### src/sdcr_pkg.sv
// Purpose: Shared constants for the stepper driver control register bank
// Assumes: 100 MHz system clock, 16-bit serial frames
// Notes:   Times are kept in ns and converted to cycles by functions
package sdcr_pkg;

	// ----------------------------------------
	// Clock and serial frame
	// ----------------------------------------
	localparam int         CLK_MHZ     = 100;
	localparam int         FRAME_BITS  = 16;
	localparam logic [4:0] FRAME_CNT   = 5'h10;
	localparam logic [4:0] ADDR_CNT    = 5'h07;

	// ----------------------------------------
	// Register offsets and reset values
	// ----------------------------------------
	localparam logic [4:0] ADDR_BRIDGE = 5'h04;
	localparam logic [4:0] ADDR_STEP   = 5'h05;
	localparam logic [4:0] ADDR_PROT   = 5'h06;
	localparam logic [4:0] ADDR_BLANK  = 5'h07;
	localparam logic [7:0] RST_BRIDGE  = 8'h0f;
	localparam logic [7:0] RST_STEP    = 8'h06;
	localparam logic [7:0] RST_PROT    = 8'h38;
	localparam logic [7:0] RST_BLANK   = 8'h49;

	// ----------------------------------------
	// Field positions
	// ----------------------------------------
	localparam int B_EN_OUT    = 7;
	localparam int B_SLEW      = 6;
	localparam int B_INDEXER_POSITION_RESET   = 5;
	localparam int B_OFF_TIME_SELECT      = 3;
	localparam int B_DECAY     = 0;
	localparam int B_DIR       = 7;
	localparam int B_STEP      = 6;
	localparam int B_DIR_SRC   = 5;
	localparam int B_STEP_SRC  = 4;
	localparam int B_RES       = 0;
	localparam int B_CLR       = 7;
	localparam int B_LOCK      = 4;
	localparam int B_OVERCURRENT_DEGLITCH_SELECT      = 3;
	localparam int B_OVERCURRENT_RECOVERY_SELECT  = 2;
	localparam int B_THERMAL_RECOVERY_SELECT = 1;
	localparam int B_TW_REP    = 0;
	localparam int B_BLANK     = 6;
	localparam int B_LEARN     = 5;
	localparam int B_STL_EN    = 4;
	localparam int B_STALL_REPORT_ENABLE   = 3;
	localparam int B_FLT_BYP   = 2;
	localparam int B_FLT_TOL   = 0;

	localparam logic [2:0] LOCK_CODE   = 3'h6;
	localparam logic [2:0] UNLOCK_CODE = 3'h3;

	// ----------------------------------------
	// Timing, ns as printed
	// ----------------------------------------
	localparam int OCP_SHORT_NS = 1200;
	localparam int OCP_LONG_NS  = 2200;
	localparam int TOFF0_NS     = 9500;
	localparam int TOFF1_NS     = 19000;
	localparam int TOFF2_NS     = 27000;
	localparam int TOFF3_NS     = 35000;
	localparam int BLANK0_NS    = 1000;
	localparam int BLANK1_NS    = 1500;
	localparam int BLANK2_NS    = 2000;
	localparam int BLANK3_NS    = 2500;

	// Least times round up to whole cycles
	function automatic logic [15:0] ns_cyc(input int ns);
		ns_cyc = 16'((ns * CLK_MHZ + 999) / 1000);
	endfunction : ns_cyc

	localparam logic [15:0] OCP_SHORT_CYC = ns_cyc(OCP_SHORT_NS);
	localparam logic [15:0] OCP_LONG_CYC  = ns_cyc(OCP_LONG_NS);

	// ----------------------------------------
	// Indexer: 1024 units per electrical cycle
	// ----------------------------------------
	localparam int         IDX_W    = 10;
	localparam logic [9:0] IDX_HOME = 10'h080;
	localparam logic [3:0] RES_MAX  = 4'ha;

endpackage : sdcr_pkg

### src/sdcr_regs.sv
// Purpose: Control registers of a serial-configured stepper driver
// Assumes: SPI mode 1, 16-bit frames, pins slower than the system clock
// Notes:   Self-clearing command bits other than learn act on the write and are never stored
// Contract
// - Bridge outputs driven only while output enable is 1
// - Slew bit picks 140 ns (0) or 70 ns (1) edges
// - Indexer reset returns position to 45 degrees, registers untouched
// - Off-time code selects 9.5, 19, 27 or 35 us
// - Decay code selects slow, mixed 30/60, dynamic or ripple scheme
// - Register direction: 1 forward, 0 reverse
// - Register step bit advances indexer exactly once, then clears
// - Direction source: 0 pin, 1 register bit
// - Step source: 0 pin, 1 register step bit
// - Resolution code selects full step through 1/256 step
// - Fault clear wipes latched faults and clears itself
// - Writing 110 locks; locked device ignores all but lock and clear
// - Only 011 unlocks; other values keep the device locked
// - Overcurrent deglitch: 1 gives 2.2 us, 0 gives 1.2 us
// - Overcurrent latches when recovery bit 0, auto-retries when 1
// - Overtemperature latches when recovery bit 0, auto-retries when 1
// - Temperature warning reported on fault pin only when bit is 1
// - Stall learn runs after writing 1, bit clears when finished
// - Blanking code selects 1, 1.5, 2 or 2.5 us
`timescale 1ns/1ps
module sdcr_regs
#(
	parameter int LEARN_CYC = 1000,
	parameter int CNT_W     = 16
) (
	input  wire logic                 I_CLK_SYS,
	input  wire logic                 I_RST_N,
	input  wire logic                 I_SPI_SCLK,
	input  wire logic                 I_SPI_SDI,
	input  wire logic                 I_SPI_CS_N,
	output logic                      O_SPI_SDO,
	output logic                      O_SPI_SDO_OE,
	input  wire logic                 I_STEP_PIN,
	input  wire logic                 I_DIR_PIN,
	input  wire logic                 I_OCP_RAW,
	input  wire logic                 I_OTS_RAW,
	input  wire logic                 I_TEMP_WARN_RAW,
	input  wire logic                 I_STALL_RAW,
	output logic                      O_BRIDGE_EN,
	output logic                      O_SLEW_FAST,
	output logic [11:0]               O_OFF_TIME_CYC,
	output logic [2:0]                O_DECAY_SEL,
	output logic [3:0]                O_RES_SEL,
	output logic                      O_STEP_PULSE,
	output logic                      O_STEP_DIR_FWD,
	output logic [sdcr_pkg::IDX_W-1:0] O_INDEX_POS,
	output logic [11:0]               O_BLANK_CYC,
	output logic                      O_STALL_DETECT_EN,
	output logic                      O_STALL_LEARN_ACTIVE,
	output logic                      O_PULSE_FILTER_BYPASS,
	output logic [1:0]                O_PULSE_FILTER_TOL,
	output logic                      O_FAULT_OUT_N
);
	import sdcr_pkg::*;
	generate
		if (CNT_W < 16 || LEARN_CYC < 1 || LEARN_CYC >= (1 << CNT_W)) begin : g_chk
			$error("sdcr_regs: LEARN_CYC must be 1 .. 2**CNT_W-1, CNT_W at least 16");
		end
	endgenerate
	// ----------------------------------------
	// Functions
	// ----------------------------------------
	function automatic logic [11:0] off_cyc(input logic [1:0] c);
		unique case (c)
			2'h0: off_cyc = 12'(ns_cyc(TOFF0_NS));
			2'h1: off_cyc = 12'(ns_cyc(TOFF1_NS));
			2'h2: off_cyc = 12'(ns_cyc(TOFF2_NS));
			2'h3: off_cyc = 12'(ns_cyc(TOFF3_NS));
		endcase
	endfunction : off_cyc
	function automatic logic [11:0] blank_cyc(input logic [1:0] c);
		unique case (c)
			2'h0: blank_cyc = 12'(ns_cyc(BLANK0_NS));
			2'h1: blank_cyc = 12'(ns_cyc(BLANK1_NS));
			2'h2: blank_cyc = 12'(ns_cyc(BLANK2_NS));
			2'h3: blank_cyc = 12'(ns_cyc(BLANK3_NS));
		endcase
	endfunction : blank_cyc
	// Indexer units per step; reserved codes do not move the indexer
	function automatic logic [IDX_W-1:0] step_size(input logic [3:0] c);
		if (c > RES_MAX)
			step_size = '0;
		else if (c <= 4'h1)
			step_size = 10'h100;
		else if (c == 4'h2)
			step_size = 10'h080;
		else
			step_size = 10'(11'h400 >> c);
	endfunction : step_size
	// ----------------------------------------
	// Pin synchronisers
	// ----------------------------------------
	localparam int         NSYNC    = 9;
	localparam logic [8:0] SYNC_RST = 9'h004;
	logic [NSYNC-1:0] s1_q, s2_q, s3_q, filt_q, prev_q;
	logic             sclk_f, sdi_f, csn_f, step_f, dir_f, ocp_f, ots_f, otw_f, stall_f;

	always_ff @(posedge I_CLK_SYS) begin
		if (!I_RST_N) begin
			s1_q   <= SYNC_RST;
			s2_q   <= SYNC_RST;
			s3_q   <= SYNC_RST;
			filt_q <= SYNC_RST;
			prev_q <= SYNC_RST;
		end else begin
			s1_q   <= {I_STALL_RAW, I_TEMP_WARN_RAW, I_OTS_RAW, I_OCP_RAW, I_DIR_PIN,
			           I_STEP_PIN, I_SPI_CS_N, I_SPI_SDI, I_SPI_SCLK};
			s2_q   <= s1_q;
			s3_q   <= s2_q;
			// A change counts only once two stages agree
			filt_q <= (filt_q & (s2_q ^ s3_q)) |
			          (s3_q & ~(s2_q ^ s3_q));
			prev_q <= filt_q;
		end
	end

	assign {stall_f, otw_f, ots_f, ocp_f, dir_f, step_f, csn_f, sdi_f, sclk_f} = filt_q;

	wire sclk_rise = sclk_f & ~prev_q[0];
	wire sclk_fall = ~sclk_f & prev_q[0];
	wire cs_fall   = ~csn_f & prev_q[2];
	wire cs_rise   = csn_f & ~prev_q[2];
	wire step_rise = step_f & ~prev_q[3];

	// ----------------------------------------
	// Serial frame engine
	// ----------------------------------------
	logic [15:0] rx_q, tx_q;
	logic [4:0]  bit_cnt_q;
	logic [7:0]  bridge_output_config_q, step_source_and_resolution_q, protection_and_lock_config_q, blanking_and_stall_config_q;
	logic        locked_q;

	function automatic logic [7:0] reg_read(input logic [4:0] a);
		unique case (a)
			ADDR_BRIDGE: reg_read = bridge_output_config_q;
			ADDR_STEP:   reg_read = step_source_and_resolution_q;
			ADDR_PROT:   reg_read = {1'b0, locked_q ? LOCK_CODE : UNLOCK_CODE, protection_and_lock_config_q[3:0]};
			ADDR_BLANK:  reg_read = blanking_and_stall_config_q;
			default:     reg_read = 8'h00;
		endcase
	endfunction : reg_read
	always_ff @(posedge I_CLK_SYS) begin
		if (!I_RST_N || cs_fall) begin
			rx_q      <= 16'h0000;
			tx_q      <= 16'h0000;
			bit_cnt_q <= 5'h00;
			O_SPI_SDO <= 1'b0;
		end else if (!csn_f) begin
			if (sclk_rise) begin
				O_SPI_SDO <= tx_q[15];
				tx_q      <= {tx_q[14:0], 1'b0};
			end else if (sclk_fall) begin
				rx_q <= {rx_q[14:0], sdi_f};
				if (bit_cnt_q != 5'h1f)
					bit_cnt_q <= bit_cnt_q + 5'h01;
				// Address is complete here; answer goes out in the low byte
				if (bit_cnt_q == ADDR_CNT)
					tx_q[15:8] <= reg_read(rx_q[4:0]);
			end
		end
	end

	always_ff @(posedge I_CLK_SYS) begin
		if (!I_RST_N)
			O_SPI_SDO_OE <= 1'b0;
		else
			O_SPI_SDO_OE <= ~csn_f;
	end

	// Write commits when chip select rises after exactly one frame
	wire       wr_stb  = cs_rise && (bit_cnt_q == FRAME_CNT) && !rx_q[14];
	wire [4:0] wr_addr = rx_q[13:9];
	wire [7:0] wr_data = rx_q[7:0];
	wire       wr_any  = wr_stb && !locked_q;

	// ----------------------------------------
	// Register storage and command pulses
	// ----------------------------------------
	logic idx_cmd_q, step_cmd_q, clr_cmd_q, learn_done;

	always_ff @(posedge I_CLK_SYS) begin
		if (!I_RST_N) begin
			bridge_output_config_q  <= RST_BRIDGE;
			step_source_and_resolution_q  <= RST_STEP;
			protection_and_lock_config_q  <= RST_PROT;
			blanking_and_stall_config_q  <= RST_BLANK;
			locked_q <= 1'b0;
		end else begin
			// Self-clearing bits other than learn are never stored, so they read back as zero
			if (wr_any && wr_addr == ADDR_BRIDGE)
				bridge_output_config_q <= wr_data & ~(8'h01 << B_INDEXER_POSITION_RESET);
			if (wr_any && wr_addr == ADDR_STEP)
				step_source_and_resolution_q <= wr_data & ~(8'h01 << B_STEP);
			if (wr_any && wr_addr == ADDR_PROT)
				protection_and_lock_config_q <= {4'h0, wr_data[3:0]};
			if (wr_any && wr_addr == ADDR_BLANK)
				blanking_and_stall_config_q <= wr_data;
			else if (learn_done)
				blanking_and_stall_config_q[B_LEARN] <= 1'b0;
			if (wr_stb && wr_addr == ADDR_PROT) begin
				if (!locked_q && wr_data[B_LOCK+:3] == LOCK_CODE)
					locked_q <= 1'b1;
				else if (locked_q && wr_data[B_LOCK+:3] == UNLOCK_CODE)
					locked_q <= 1'b0;
			end
		end
	end

	always_ff @(posedge I_CLK_SYS) begin
		if (!I_RST_N) begin
			idx_cmd_q  <= 1'b0;
			step_cmd_q <= 1'b0;
			clr_cmd_q  <= 1'b0;
		end else begin
			idx_cmd_q  <= wr_any && wr_addr == ADDR_BRIDGE && wr_data[B_INDEXER_POSITION_RESET];
			step_cmd_q <= wr_any && wr_addr == ADDR_STEP && wr_data[B_STEP] &&
			              wr_data[B_STEP_SRC];
			// Fault clear is honoured even while locked
			clr_cmd_q  <= wr_stb && wr_addr == ADDR_PROT && wr_data[B_CLR];
		end
	end

	// ----------------------------------------
	// Configuration outputs
	// ----------------------------------------
	always_ff @(posedge I_CLK_SYS) begin
		if (!I_RST_N) begin
			O_SLEW_FAST           <= 1'b0;
			O_OFF_TIME_CYC        <= 12'h000;
			O_DECAY_SEL           <= 3'h0;
			O_RES_SEL             <= 4'h0;
			O_BLANK_CYC           <= 12'h000;
			O_STALL_DETECT_EN     <= 1'b0;
			O_STALL_LEARN_ACTIVE  <= 1'b0;
			O_PULSE_FILTER_BYPASS <= 1'b0;
			O_PULSE_FILTER_TOL    <= 2'h0;
		end else begin
			O_SLEW_FAST           <= bridge_output_config_q[B_SLEW];
			O_OFF_TIME_CYC        <= off_cyc(bridge_output_config_q[B_OFF_TIME_SELECT+:2]);
			// Reserved decay and resolution codes pass through untouched
			O_DECAY_SEL           <= bridge_output_config_q[B_DECAY+:3];
			O_RES_SEL             <= step_source_and_resolution_q[B_RES+:4];
			O_BLANK_CYC           <= blank_cyc(blanking_and_stall_config_q[B_BLANK+:2]);
			O_STALL_DETECT_EN     <= blanking_and_stall_config_q[B_STL_EN];
			O_STALL_LEARN_ACTIVE  <= blanking_and_stall_config_q[B_LEARN];
			O_PULSE_FILTER_BYPASS <= blanking_and_stall_config_q[B_FLT_BYP];
			O_PULSE_FILTER_TOL    <= blanking_and_stall_config_q[B_FLT_TOL+:2];
		end
	end

	// ----------------------------------------
	// Stepping and indexer
	// ----------------------------------------
	wire dir_fwd  = step_source_and_resolution_q[B_DIR_SRC] ? step_source_and_resolution_q[B_DIR] : dir_f;
	wire step_evt = step_source_and_resolution_q[B_STEP_SRC] ? step_cmd_q : step_rise;

	always_ff @(posedge I_CLK_SYS) begin
		if (!I_RST_N) begin
			O_STEP_PULSE   <= 1'b0;
			O_STEP_DIR_FWD <= 1'b0;
			O_INDEX_POS    <= IDX_HOME;
		end else begin
			O_STEP_PULSE   <= step_evt;
			O_STEP_DIR_FWD <= dir_fwd;
			if (idx_cmd_q)
				O_INDEX_POS <= IDX_HOME;
			else if (step_evt && dir_fwd)
				O_INDEX_POS <= O_INDEX_POS + step_size(step_source_and_resolution_q[B_RES+:4]);
			else if (step_evt)
				O_INDEX_POS <= O_INDEX_POS - step_size(step_source_and_resolution_q[B_RES+:4]);
		end
	end

	// ----------------------------------------
	// Protection and fault pin
	// ----------------------------------------
	logic ocp_hit, ocp_flt_q, ots_flt_q, stall_flt_q;

	sdcr_timer #(.CNT_W(CNT_W)) u_ocp_deglitch (
		.i_clk   (I_CLK_SYS),
		.i_rst_n (I_RST_N),
		.i_run   (ocp_f),
		.i_limit (CNT_W'(protection_and_lock_config_q[B_OVERCURRENT_DEGLITCH_SELECT] ? OCP_LONG_CYC : OCP_SHORT_CYC)),
		.o_done  (ocp_hit)
	);

	sdcr_timer #(.CNT_W(CNT_W)) u_learn (
		.i_clk   (I_CLK_SYS),
		.i_rst_n (I_RST_N),
		.i_run   (blanking_and_stall_config_q[B_LEARN]),
		.i_limit (CNT_W'(LEARN_CYC)),
		.o_done  (learn_done)
	);

	// A new fault in the cycle of a clear wins over the clear
	always_ff @(posedge I_CLK_SYS) begin
		if (!I_RST_N) begin
			ocp_flt_q   <= 1'b0;
			ots_flt_q   <= 1'b0;
			stall_flt_q <= 1'b0;
		end else begin
			if (ocp_hit)
				ocp_flt_q <= 1'b1;
			else if (clr_cmd_q || (protection_and_lock_config_q[B_OVERCURRENT_RECOVERY_SELECT] && !ocp_f))
				ocp_flt_q <= 1'b0;
			if (ots_f)
				ots_flt_q <= 1'b1;
			else if (clr_cmd_q || protection_and_lock_config_q[B_THERMAL_RECOVERY_SELECT])
				ots_flt_q <= 1'b0;
			if (stall_f && blanking_and_stall_config_q[B_STL_EN])
				stall_flt_q <= 1'b1;
			else if (clr_cmd_q)
				stall_flt_q <= 1'b0;
		end
	end

	always_ff @(posedge I_CLK_SYS) begin
		if (!I_RST_N) begin
			O_BRIDGE_EN   <= 1'b0;
			O_FAULT_OUT_N <= 1'b1;
		end else begin
			O_BRIDGE_EN   <= bridge_output_config_q[B_EN_OUT] && !ocp_flt_q && !ots_flt_q;
			O_FAULT_OUT_N <= !(ocp_flt_q || ots_flt_q ||
			                   (otw_f && protection_and_lock_config_q[B_TW_REP]) ||
			                   (stall_flt_q && blanking_and_stall_config_q[B_STALL_REPORT_ENABLE]));
		end
	end

endmodule : sdcr_regs

### src/sdcr_timer.sv
// Purpose: Persistence timer, done once run has held for limit cycles
// Assumes: i_run is a synchronous level
// Notes:   Dropping i_run restarts the count
`timescale 1ns/1ps
module sdcr_timer #(
	parameter int CNT_W = 16
) (
	input  wire logic             i_clk,
	input  wire logic             i_rst_n,
	input  wire logic             i_run,
	input  wire logic [CNT_W-1:0] i_limit,
	output logic                  o_done
);
	logic [CNT_W-1:0] cnt_q;

	always_ff @(posedge i_clk) begin
		if (!i_rst_n || !i_run) begin
			cnt_q  <= '0;
			o_done <= 1'b0;
		end else if (cnt_q >= i_limit) begin
			o_done <= 1'b1;
		end else begin
			cnt_q <= cnt_q + 1'b1;
		end
	end

endmodule : sdcr_timer

### config.mk
export PLATFORM = sky130hd
export DESIGN_NAME = sdcr_regs
export DESIGN_NICKNAME = d
export VERILOG_FILES = /design/src/sdcr_pkg.sv /design/src/sdcr_regs.sv /design/src/sdcr_timer.sv
export SDC_FILE = /design/constraint.sdc
export NUM_CORES = 1
export LEC_CHECK = 0
export ABC_AREA = 1
export BUFFER_PORTS_ARGS = -buffer_cell sky130_fd_sc_hd__buf_2
export CORE_UTILIZATION = 55
export CTS_CLUSTER_DIAMETER = 150
export DETAILED_ROUTE_END_ITERATION = 7
export GPL_TIMING_DRIVEN = 0
export PLACE_DENSITY_LB_ADDON = 0.12
export SYNTH_ARGS = -nofsm -noshare
export SYNTH_HDL_FRONTEND = slang
export SYNTH_SLANG_ARGS = --single-unit
### constraint.sdc
create_clock -name I_CLK_SYS -period 2.7 [get_ports I_CLK_SYS]
set_input_delay 0.405 -clock I_CLK_SYS [delete_from_list [all_inputs] [get_ports I_CLK_SYS]]
set_output_delay 0.405 -clock I_CLK_SYS [all_outputs]
set_load 0.01 [all_outputs]
# After elaboration in Yosys (flattened, before gate mapping)
# Index checks and enable logic that the tools add are counted.
# Widths: inputs -> output; s select.
# op_classes
add_sub_neg,5
order_cmp,4
eq_ne,20
n_shift,1
mux,32
n_bitwise,17
reduce_logical,53
# op_table
cell,n
$mux 10,12
$pmux 12 s4,2
$eq 5x3->1 const B,9
$add 16x1->16 const B,2
$mux 8,4
$pmux 8 s4,1
$logic_and 1x1->1,21
$and 9x9->9,2
$ge 16x10->1 const B,1
$ge 16x8->1,1
$reduce_bool 2->1,8
$mux 1,12
$shr 11x4->10 const A,1
$add 10x10->10,1
$sub 10x10->10,1
$not 9->9,1
$or 9x9->9,1
$xor 9x9->9,1
$eq 2x2->1 const B,4
$logic_not 1->1,8
$logic_or 1x1->1,8
$not 1->1,7
$reduce_and 3->1,2
$add 5x1->5 const B,1
other kinds (14),21
# totals
register_bits,188
in_bits,11
wordCells,172

# Logic depth before layout (Yosys ltp)
# Gate-level depths: netlist of the first run.
# logic_depth
depth_word,11
mapped_depth,21

# Cells and area by module
# A second synthesis of the first run with hierarchy kept.
# unflattened
hier_cells,1181
hier_area_um2,8844.7
# modules_own_cells
mod,instances,cells_each,area_per_inst_um2,seq_area_each_um2
sdcr_regs,1,749,5931.9,2882.8
sdcr_timer,2,216,1456.4,340.3

# Worst setup path after synthesis of the first run
# Ideal clock, no wire load.
# synth_timing
path_kind,reg-to-reg
from,register step_source_and_resolution_q[3]
to,register O_INDEX_POS[7] (netlist name)
setup_ns,0.114
t_arrival_ns,2.256
required_ns,2.586
setup_slack_ns,0.331
path_stages_with_launch,21
path_buffers,0
cell_sequence,dfxtp_1 > inv_1 > nor2_1 > nand3_1 > ha_1 > inv_1 > nor2_1 > nand2_1 > nand2_1 > xor2_1 > ha_1 > nand2_1 > inv_1 > nand2_1 > nand2_1 > a21oi_1 > nor2_1 > nor2_1 > nand2_1 > nand3_1 > nand2_1
# synth_between
elab_chain_len,11
# synth_lines
element,line_no,text
start: declaration,sdcr_regs.sv:134,"logic [7:0] bridge_output_config_q, step_source_and_resolution_q, protection_and_lock_config_q, blanking_and_s ..."
start signal: assignment,sdcr_regs.sv:197,step_source_and_resolution_q <= wr_data & ~(8'h01 << B_STEP);
$shr 11x4->10 / $eq 4x2->1 (equally long branches),"sdcr_regs.sv:92, sdcr_regs.sv:89",
$mux 10,sdcr_regs.sv:89,else if (c == 4'h2)
$mux 10,sdcr_regs.sv:87,else if (c <= 4'h1)
$mux 10 (*),sdcr_regs.sv:85,if (c > RES_MAX)
$mux 10,sdcr_regs.sv:273,else if (step_evt)
$mux 10,sdcr_regs.sv:271,else if (step_evt && dir_fwd)
$mux 10,sdcr_regs.sv:269,if (idx_cmd_q)
$mux 10,sdcr_regs.sv:262,if (!I_RST_N) begin
$sub 10x10->10,sdcr_regs.sv:274,O_INDEX_POS <= O_INDEX_POS - step_size(step_source_and_resolution_q[B_RES+:4]);
$mux 10,sdcr_regs.sv:273,
$mux 10 (*),sdcr_regs.sv:271,
end signal: assignment,sdcr_regs.sv:272,O_INDEX_POS <= O_INDEX_POS + step_size(step_source_and_resolution_q[B_RES+:4]);
end signal: assignment,sdcr_regs.sv:274,
end: declaration,sdcr_regs.sv:50,"output logic [sdcr_pkg::IDX_W-1:0] O_INDEX_POS,"
# Mark *: on every way between the ends. The rest lies on a longest branch, timed or not. The select of a mux whose other input is x is not followed.
# A chain may end at the register's enable or synchronous reset.

# Worst setup path after layout of the first run
# Ends and elaborated chain as after synthesis.

==> qor.yml, run 1 <==
min_path:
  hold_start: "I_RST_N"
  min-delay-path-class: "input pin to register"
  hold_end: "O_OFF_TIME_CYC[2]$_SDFF_PN0_"
  hold_depth: 1
setup_path:
  endpoint_kind: "register"
  required_ns: 3.03
  crit_chain: "inv_2 -> nor2_4 -> nand3_2 -> ha_1 -> inv_2 -> nor2_2 -> nand2_1 -> nand2_1 -> xor2_1 -> ha_1 -> nand2_2 -> inv_1 -> nand2_1 -> nand2_1 -> a21oi_2 -> nor2_2 -> nor2_1 -> nand2_1 -> nand3_1 -> nand2_1"
  regToRegSetupSlack_ns: 0.18
  crit_buf_inv: 3
  crit_type: "register to register"
  worstPathArrival_ns: 2.86
  crit_path_start_kind: "register"
  cp_top_family: "simple AND/OR/NAND/NOR gates"
  r2r_end: "O_INDEX_POS[7]$_SDFFE_PP1P_"
  slowest_delay_ns: 0.38
  worstRegToRegCells: 20
  critPathSlowestCell: "ha_1"
  path_max_fanout: 6
  cpMostUsedCell: "nand2_1"
  r2r_start: "step_source_and_resolution_q[3]$_SDFFE_PN0P_"
final_layout:
  layout_commonest_cell: "dfxtp_1"
  mostFrequentLayoutCells: "dfxtp_1 (174), nand2_1 (165), inv_1 (152), a21oi_1 (81), nor2_1 (75)"
  fin_util: 0.656
  final_nets: 1064
  synthToLayoutAreaGrowth_pct: 16.6
  n_fill_cell: 1175
  layout-drive-gt1-share: 0.171
  n_antenna_cell: 0
synth:
  syn_area_sq_um: 7430
  synth.avg_cell_area_sq_um: 7.90
  async_flop_share: 0
  synth_largest_area_cell: "dfxtp_1"
  synthTopCellsByArea: "dfxtp_1 (48%), nand2_1 (8.5%), inv_1 (7.8%), a21oi_1 (5.7%), ha_1 (4.5%)"
  synth-seq-area-share: 0.480
  synth_edf_count: 0
  synth_warnings: 0
  synth_top_cell_area_share: 0.480
  synth_cells: 940
  yosys.cell_types.count: 52
  synthFlopType: "dfxtp_1"
  synth_seq_cells: 178
timing:
  period_share: 0.935
  maxSlewHeadroom: 0.592
  hold_ws_ns: 0.0929
  finalSetupViolations: 0
  slew_viol_final: 0
  worst_pin_slew_ns: 0.612
  clock-skew-final_ns: 0.00817
  max_clock_freq_mhz: 396
  period_needed_ns: 2.52
  hold_viol: 0
run_status:
  violations: "design-rule violations"
  status: "finished, violations left"
placed_design:
  numPortBuffers: 57
  gp_congestion: 0.956
  dp_hpwl_microns: 10900
clock_tree:
  cts_buffer_depth: 2
  clockRootBuffer: "clkbuf_16"
  cts_buffers: 17
  clk_latency_ns: 0.43
  cts_tree: "built"
  holdBufCountCts: 0
  clk_transition_reported_paths_ns: 0.07
  cts.sink_count: 178
  htree_num_levels: 4
grt:
  overflow: 0
  first_global_vias: 5434
  antenna_found_initial: 0
  grtUsageTotal: 0.234
  grt_pass1_wl_microns: 25800
  grt_max_degree: 17
drt:
  drt-initial-drc-count: 457
  postRouteAntennaNets: 0
  wl_per_cell_microns: 12.7
  vias_per_cell: 4.98
  num_vias: 6042
  wirelength_microns: 15500
  drc: 1
  drt_pass1_iterations: 7
power_and_ir_drop:
  ir_drop_uv: 453
  leakagePower_nw: 4.08
  cellPowerDensity_nw_per_um2: 607
  total_power_mw: 5.25
die:
  rows: 42
  io_pins: 64
  core_sq_um: 13200
  dieHeight_microns: 118
  die_w_microns: 118
  start_util: 0.563
  die_area_sq_um: 14000
job:
  drv_cap: 0
## layer usage
layer  track usage  part of all wire
met5             0                 0
met1         0.313              0.48
met2         0.368              0.46
met4        0.0986             0.021
met3        0.0468             0.044
## what timing repair did
action	4_1_cts	5_1_grt
resized for setup	1	28
setup endpoints to repair	1	5
setup buffers	0	4
pin swaps	0	5
## metrics by stage
| stage | setup slack, ns | cells | area, sq um | setup TNS (ns) |
|---|---|---|---|---|
| 2_1_floorplan | 0.331 | 945 | 7450 | 0 |
| 3_3_place_gp | 0.0469 | 1178 | 7950 | 0 |
| 3_5_place_dp | 0.0315 | 1178 | 7950 | 0 |
| 4_1_cts | 0.00975 | 1210 | 8550 | 0 |
| 5_1_grt | -0.0515 | 1214 | 8660 | -0.0731 |
| 6_report | 0.175 | 1214 | 8660 | 0 |
## where the power goes
part           internal [mW]  switching (mW)
logic                 0.0429          0.0755
registers               2.65          0.0101
clock network           1.40            1.07
## cells in the mapped netlist, drive strengths merged, types with 2 or more instances
cell / number
a21oi: 86
o211ai: 11
o21bai: 3
dfxtp: 178
nor4: 6
xor2: 9
o221ai: 2
buf: 24
clkbuf: 9
nand3: 32
a31oi: 2
nor2: 86
o22ai: 6
nand4: 8
inv: 162
xnor2: 4
nand2: 175
a211oi: 2
o21ai: 77
or2: 4
nor3: 16
ha: 27
## area by class of cell
| type | instances | area (sq um) | share of cell area |
|---|---|---|---|
| Buffer | 33 | 183 | 0.0211 |
| Inverter | 163 | 612 | 0.0707 |
| Timing Repair Buffer | 61 | 315 | 0.0364 |
| Sequential cell | 178 | 3570 | 0.413 |
| Multi-Input combinational cell | 571 | 3160 | 0.365 |
| Tap cell | 176 | 220 | 0.0254 |
| Clock buffer | 19 | 443 | 0.0512 |
| Clock inverter | 13 | 151 | 0.0175 |
## registers in the layout, indices dropped and copies added (netlist names), 4 cells and up, named ones only
name	flops
s2_q	9
tx_q	8
O_OFF_TIME_CYC	9
O_BLANK_CYC	6
s1_q	9
blanking_and_stall_config_q	8
bit_cnt_q	5
step_source_and_resolution_q	7
O_INDEX_POS	10
O_RES_SEL	4
protection_and_lock_config_q	4
s3_q	9
u_learn.cnt_q	16
rx_q	15
bridge_output_config_q	7
u_ocp_deglitch.cnt_q	16
## how the worst max path moves through the flow
stage | depth (start not counted) | endpoint | start
floorplan | 20 | O_INDEX_POS[7]$_SDFFE_PP1P_ | step_source_and_resolution_q[3]$_SDFFE_PN0P_
global placement | 16 | O_INDEX_POS[6]$_SDFFE_PP0P_ | step_source_and_resolution_q[3]$_SDFFE_PN0P_
detailed placement | 20 | O_INDEX_POS[7]$_SDFFE_PP1P_ | step_source_and_resolution_q[3]$_SDFFE_PN0P_
CTS | 16 | O_INDEX_POS[6]$_SDFFE_PP0P_ | step_source_and_resolution_q[3]$_SDFFE_PN0P_
global route | 20 | O_INDEX_POS[7]$_SDFFE_PP1P_ | step_source_and_resolution_q[3]$_SDFFE_PN0P_
finish | 20 | O_INDEX_POS[7]$_SDFFE_PP1P_ | step_source_and_resolution_q[3]$_SDFFE_PN0P_
## cells by family after synthesis
kind of cell,Yosys count,synth area share
compound gates,195,0.149
other cells,1,0.000505
xor+xnor,13,0.0153
simple gates,329,0.201
fa+ha+maj,28,0.0482
buf+inv,196,0.107
flops,178,0.480
## worst register-to-register path, stage by stage (launching register included)
cell	delay, ns
dfxtp_4	0.36
inv_2	0.07
nor2_4	0.15
nand3_2	0.10
ha_1	0.20
inv_2	0.06
nor2_2	0.05
nand2_1	0.06
nand2_1	0.06
xor2_1	0.16
ha_1	0.38
nand2_2	0.10
inv_1	0.04
nand2_1	0.06
nand2_1	0.07
a21oi_2	0.18
nor2_2	0.05
nor2_1	0.10
nand2_1	0.05
nand3_1	0.07
nand2_1	0.05
(Power assumes the default switching activity.)
==> run 2: changes to the inputs <==
clock period = 2.49 ns   (was 2.7 ns; I/O delays follow)
==> run 2 against run 1 <==
  * The flow still finishes with violations (design-rule violations)
  * Clock-buffer cell count did not move
  * Via count rose by 1.3%
  * Design area rose by 2.6%
  * Die area stayed put
  * First-iteration DRC count rose by 2.2%
  * Fmax increased by 3.7%
  * Critical path type unchanged
==> qor.yml, run 2 (synthesis results as in run 1) <==
run_status:
  status: "finished, violations left"  # unchanged
  violations: "design-rule violations"  # unchanged
setup_path:
  regToRegSetupSlack_ns: 0.06  # was 0.18 ns
  critPathSlowestCell: "dfxtp_4"  # was ha_1
  crit_chain: "inv_6 -> nor2_4 -> nand3_4 -> ha_4 -> inv_4 -> nor2_4 -> nand2_1 -> nand2_2 -> xor2_2 -> ha_4 -> nand2_4 -> inv_1 -> nand2_1 -> nand2_2 -> a21oi_4 -> nor2_2 -> nor2_1 -> nand2_1 -> nand3_1 -> nand2_1"  # was inv_2 -> nor2_4 -> nand3_2 -> ha_1 -> inv_2 -> nor2_2 -> nand2_1 -> nand2_1 -> xor2_1 -> ha_1 -> nand2_2 -> inv_1 -> nand2_1 -> nand2_1 -> a21oi_2 -> nor2_2 -> nor2_1 -> nand2_1 -> nand3_1 -> nand2_1
  r2r_end: "O_INDEX_POS[7]$_SDFFE_PP1P_"  # unchanged
  path_max_fanout: 4  # was 6
  required_ns: 2.82  # was 3.03 ns
  cpMostUsedCell: "nand2_1"  # unchanged
  r2r_start: "step_source_and_resolution_q[3]$_SDFFE_PN0P_"  # unchanged
  crit_path_start_kind: "register"  # unchanged
  endpoint_kind: "register"  # unchanged
  slowest_delay_ns: 0.38  # about the same
  worstPathArrival_ns: 2.76  # was 2.86 ns
  crit_type: "register to register"  # unchanged
  worstRegToRegCells: 20  # unchanged
min_path:
  min-delay-path-class: "input pin to register"  # unchanged
  hold_start: "I_RST_N"  # unchanged
  hold_end: "O_OFF_TIME_CYC[2]$_SDFF_PN0_"  # unchanged
  hold_depth: 1  # unchanged
final_layout:
  layout-drive-gt1-share: 0.199  # was 0.171
  layout_commonest_cell: "dfxtp_1"  # unchanged
  n_antenna_cell: 0  # unchanged
  n_fill_cell: 1126  # was 1175
  final_nets: 1072  # was 1064
  synthToLayoutAreaGrowth_pct: 19.5  # was 16.6%
  top_regs: "u_learn.cnt_q: 16 flops, u_ocp_deglitch.cnt_q: 16 flops, rx_q: 15 flops"  # unchanged
  fin_util: 0.673  # was 0.656
  mostFrequentLayoutCells: "dfxtp_1 (174), nand2_1 (158), inv_1 (149), a21oi_1 (81), nor2_1 (71)"  # was dfxtp_1 (174), nand2_1 (165), inv_1 (152), a21oi_1 (81), nor2_1 (75)
  fin_cells: 1222  # was 1214
clock_tree:
  clockRootBuffer: "clkbuf_16"  # unchanged
  cts.sink_count: 178  # unchanged
  clk_latency_ns: 0.43  # about the same
  clk_transition_reported_paths_ns: 0.07  # about the same
  cts_buffer_depth: 2  # unchanged
  cts_buffers: 17  # unchanged
  htree_num_levels: 4  # unchanged
  cts_tree: "built"  # unchanged
  holdBufCountCts: 0  # unchanged
timing:
  period_needed_ns: 2.43  # was 2.52 ns
  maxSlewHeadroom: 0.585  # was 0.592
  rsz0062_at_grt: "yes"
  clock-skew-final_ns: 0.00669  # was 0.00817 ns
  hold_viol: 0  # unchanged
  fin_tns_setup_ns: 0  # unchanged
  period_share: 0.978  # was 0.935
  timing.final.ws_setup_ns: 0.0553  # was 0.175 ns
  max_clock_freq_mhz: 411  # was 396 MHz
  finalSetupViolations: 0  # unchanged
  worst_pin_slew_ns: 0.622  # was 0.612 ns
  slew_viol_final: 0  # unchanged
grt:
  first_global_vias: 5439  # was 5434
  antenna_found_initial: 0  # unchanged
  grt_max_degree: 17  # unchanged
  overflow: 0  # unchanged
  grtUsageTotal: 0.234  # about the same
  grt_pass1_wl_microns: 25900  # was 25800 microns
drt:
  drc: 1  # unchanged
  drt_pass1_iterations: 6  # was 7
  num_vias: 6121  # was 6042
  vias_per_cell: 5.01  # was 4.98
  wirelength_microns: 16000  # was 15500 microns
  drt-initial-drc-count: 467  # was 457
  wl_per_cell_microns: 13.1  # was 12.7 microns
  postRouteAntennaNets: 0  # unchanged
die:
  rows: 42  # unchanged
  die_w_microns: 118  # unchanged
  dieHeight_microns: 118  # unchanged
  core_sq_um: 13200  # unchanged
  start_util: 0.563  # unchanged
  io_pins: 64  # unchanged
  die_area_sq_um: 14000  # unchanged
power_and_ir_drop:
  cellPowerDensity_nw_per_um2: 641  # was 607 nW/um^2
  leakagePower_nw: 4.16  # was 4.08 nW
  total_power_mw: 5.69  # was 5.25 mW
  ir_drop_uv: 493  # was 453 uV
job:
  drv_cap: 0  # unchanged
placed_design:
  post-place-ws_ns: -0.178  # was 0.0315 ns
  dp_hpwl_microns: 10900  # unchanged
  gp_congestion: 0.956  # unchanged
  numPortBuffers: 57  # unchanged
  place_inst: 1178  # unchanged
## run 2: cell types whose count changed in the layout (fill, tap and decap cells not counted), sizes merged
cell,previous run,this run
buf,85,93
## run 2: worst max path at each step
stage / start / endpoint / slack (ns)
after global routing: step_source_and_resolution_q[3]$_SDFFE_PN0P_ / O_INDEX_POS[9]$_SDFFE_PP0P_ / -0.12
after floorplan: step_source_and_resolution_q[3]$_SDFFE_PN0P_ / O_INDEX_POS[7]$_SDFFE_PP1P_ / 0.12
after detailed placement: step_source_and_resolution_q[3]$_SDFFE_PN0P_ / O_INDEX_POS[7]$_SDFFE_PP1P_ / -0.18
after CTS: step_source_and_resolution_q[1]$_SDFFE_PN1P_ / O_INDEX_POS[7]$_SDFFE_PP1P_ / 0.008
after global placement: step_source_and_resolution_q[3]$_SDFFE_PN0P_ / O_INDEX_POS[6]$_SDFFE_PP0P_ / -0.16
final: step_source_and_resolution_q[3]$_SDFFE_PN0P_ / O_INDEX_POS[7]$_SDFFE_PP1P_ / 0.06
## run 2: per-layer routing
layer	wire length (microns)	share of wire	GRT usage
met3	742	0.046	0.0468
met4	405	0.025	0.0986
met1	7530	0.47	0.314
met5	0	0	0
met2	7290	0.46	0.369
## run 2: report_power, final
group	internal [mW]	switching (mW)	leakage, nW
Sequential	2.87	0.0111	1.44
Combinational	0.0468	0.0822	2.43
Clock	1.52	1.15	0.282
Total	4.44	1.25	4.16
## run 2: what timing repair did
action                     in CTS  in global routing
setup buffers                   1                 11
resized for setup              16                 52
setup endpoints to repair       5                  5
pin swaps                       2                 21
## run 2: worst max-delay path, delay by kind of cell, from the launching register on
family                   cells  cell delay, ns
buffers and inverters        3            0.15
AO/OA/AOI/OAI                1            0.15
adder cells (fa/ha/maj)      2            0.43
flip-flops                   1            0.38
AND/OR/NAND/NOR             13            1.01
XOR/XNOR                     1            0.21
## run 2: layout make-up
| class | count | area (sq um) | area share |
|---|---|---|---|
| Timing Repair Buffer | 69 | 375 | 0.0423 |
| Inverter | 163 | 622 | 0.0700 |
| Clock inverter | 13 | 151 | 0.0170 |
| Multi-Input combinational cell | 571 | 3310 | 0.373 |
| Tap cell | 176 | 220 | 0.0248 |
| Clock buffer | 19 | 443 | 0.0499 |
| Sequential cell | 178 | 3570 | 0.402 |
| Buffer | 33 | 183 | 0.0206 |
## run 2: metrics by stage
stage,hold WS [ns],cell area (sq um)
2_1_floorplan,0.390,7450
3_3_place_gp,0.392,7950
3_5_place_dp,0.397,7950
4_1_cts,0.0483,8580
5_1_grt,0.0549,8880
6_report,0.0650,8880
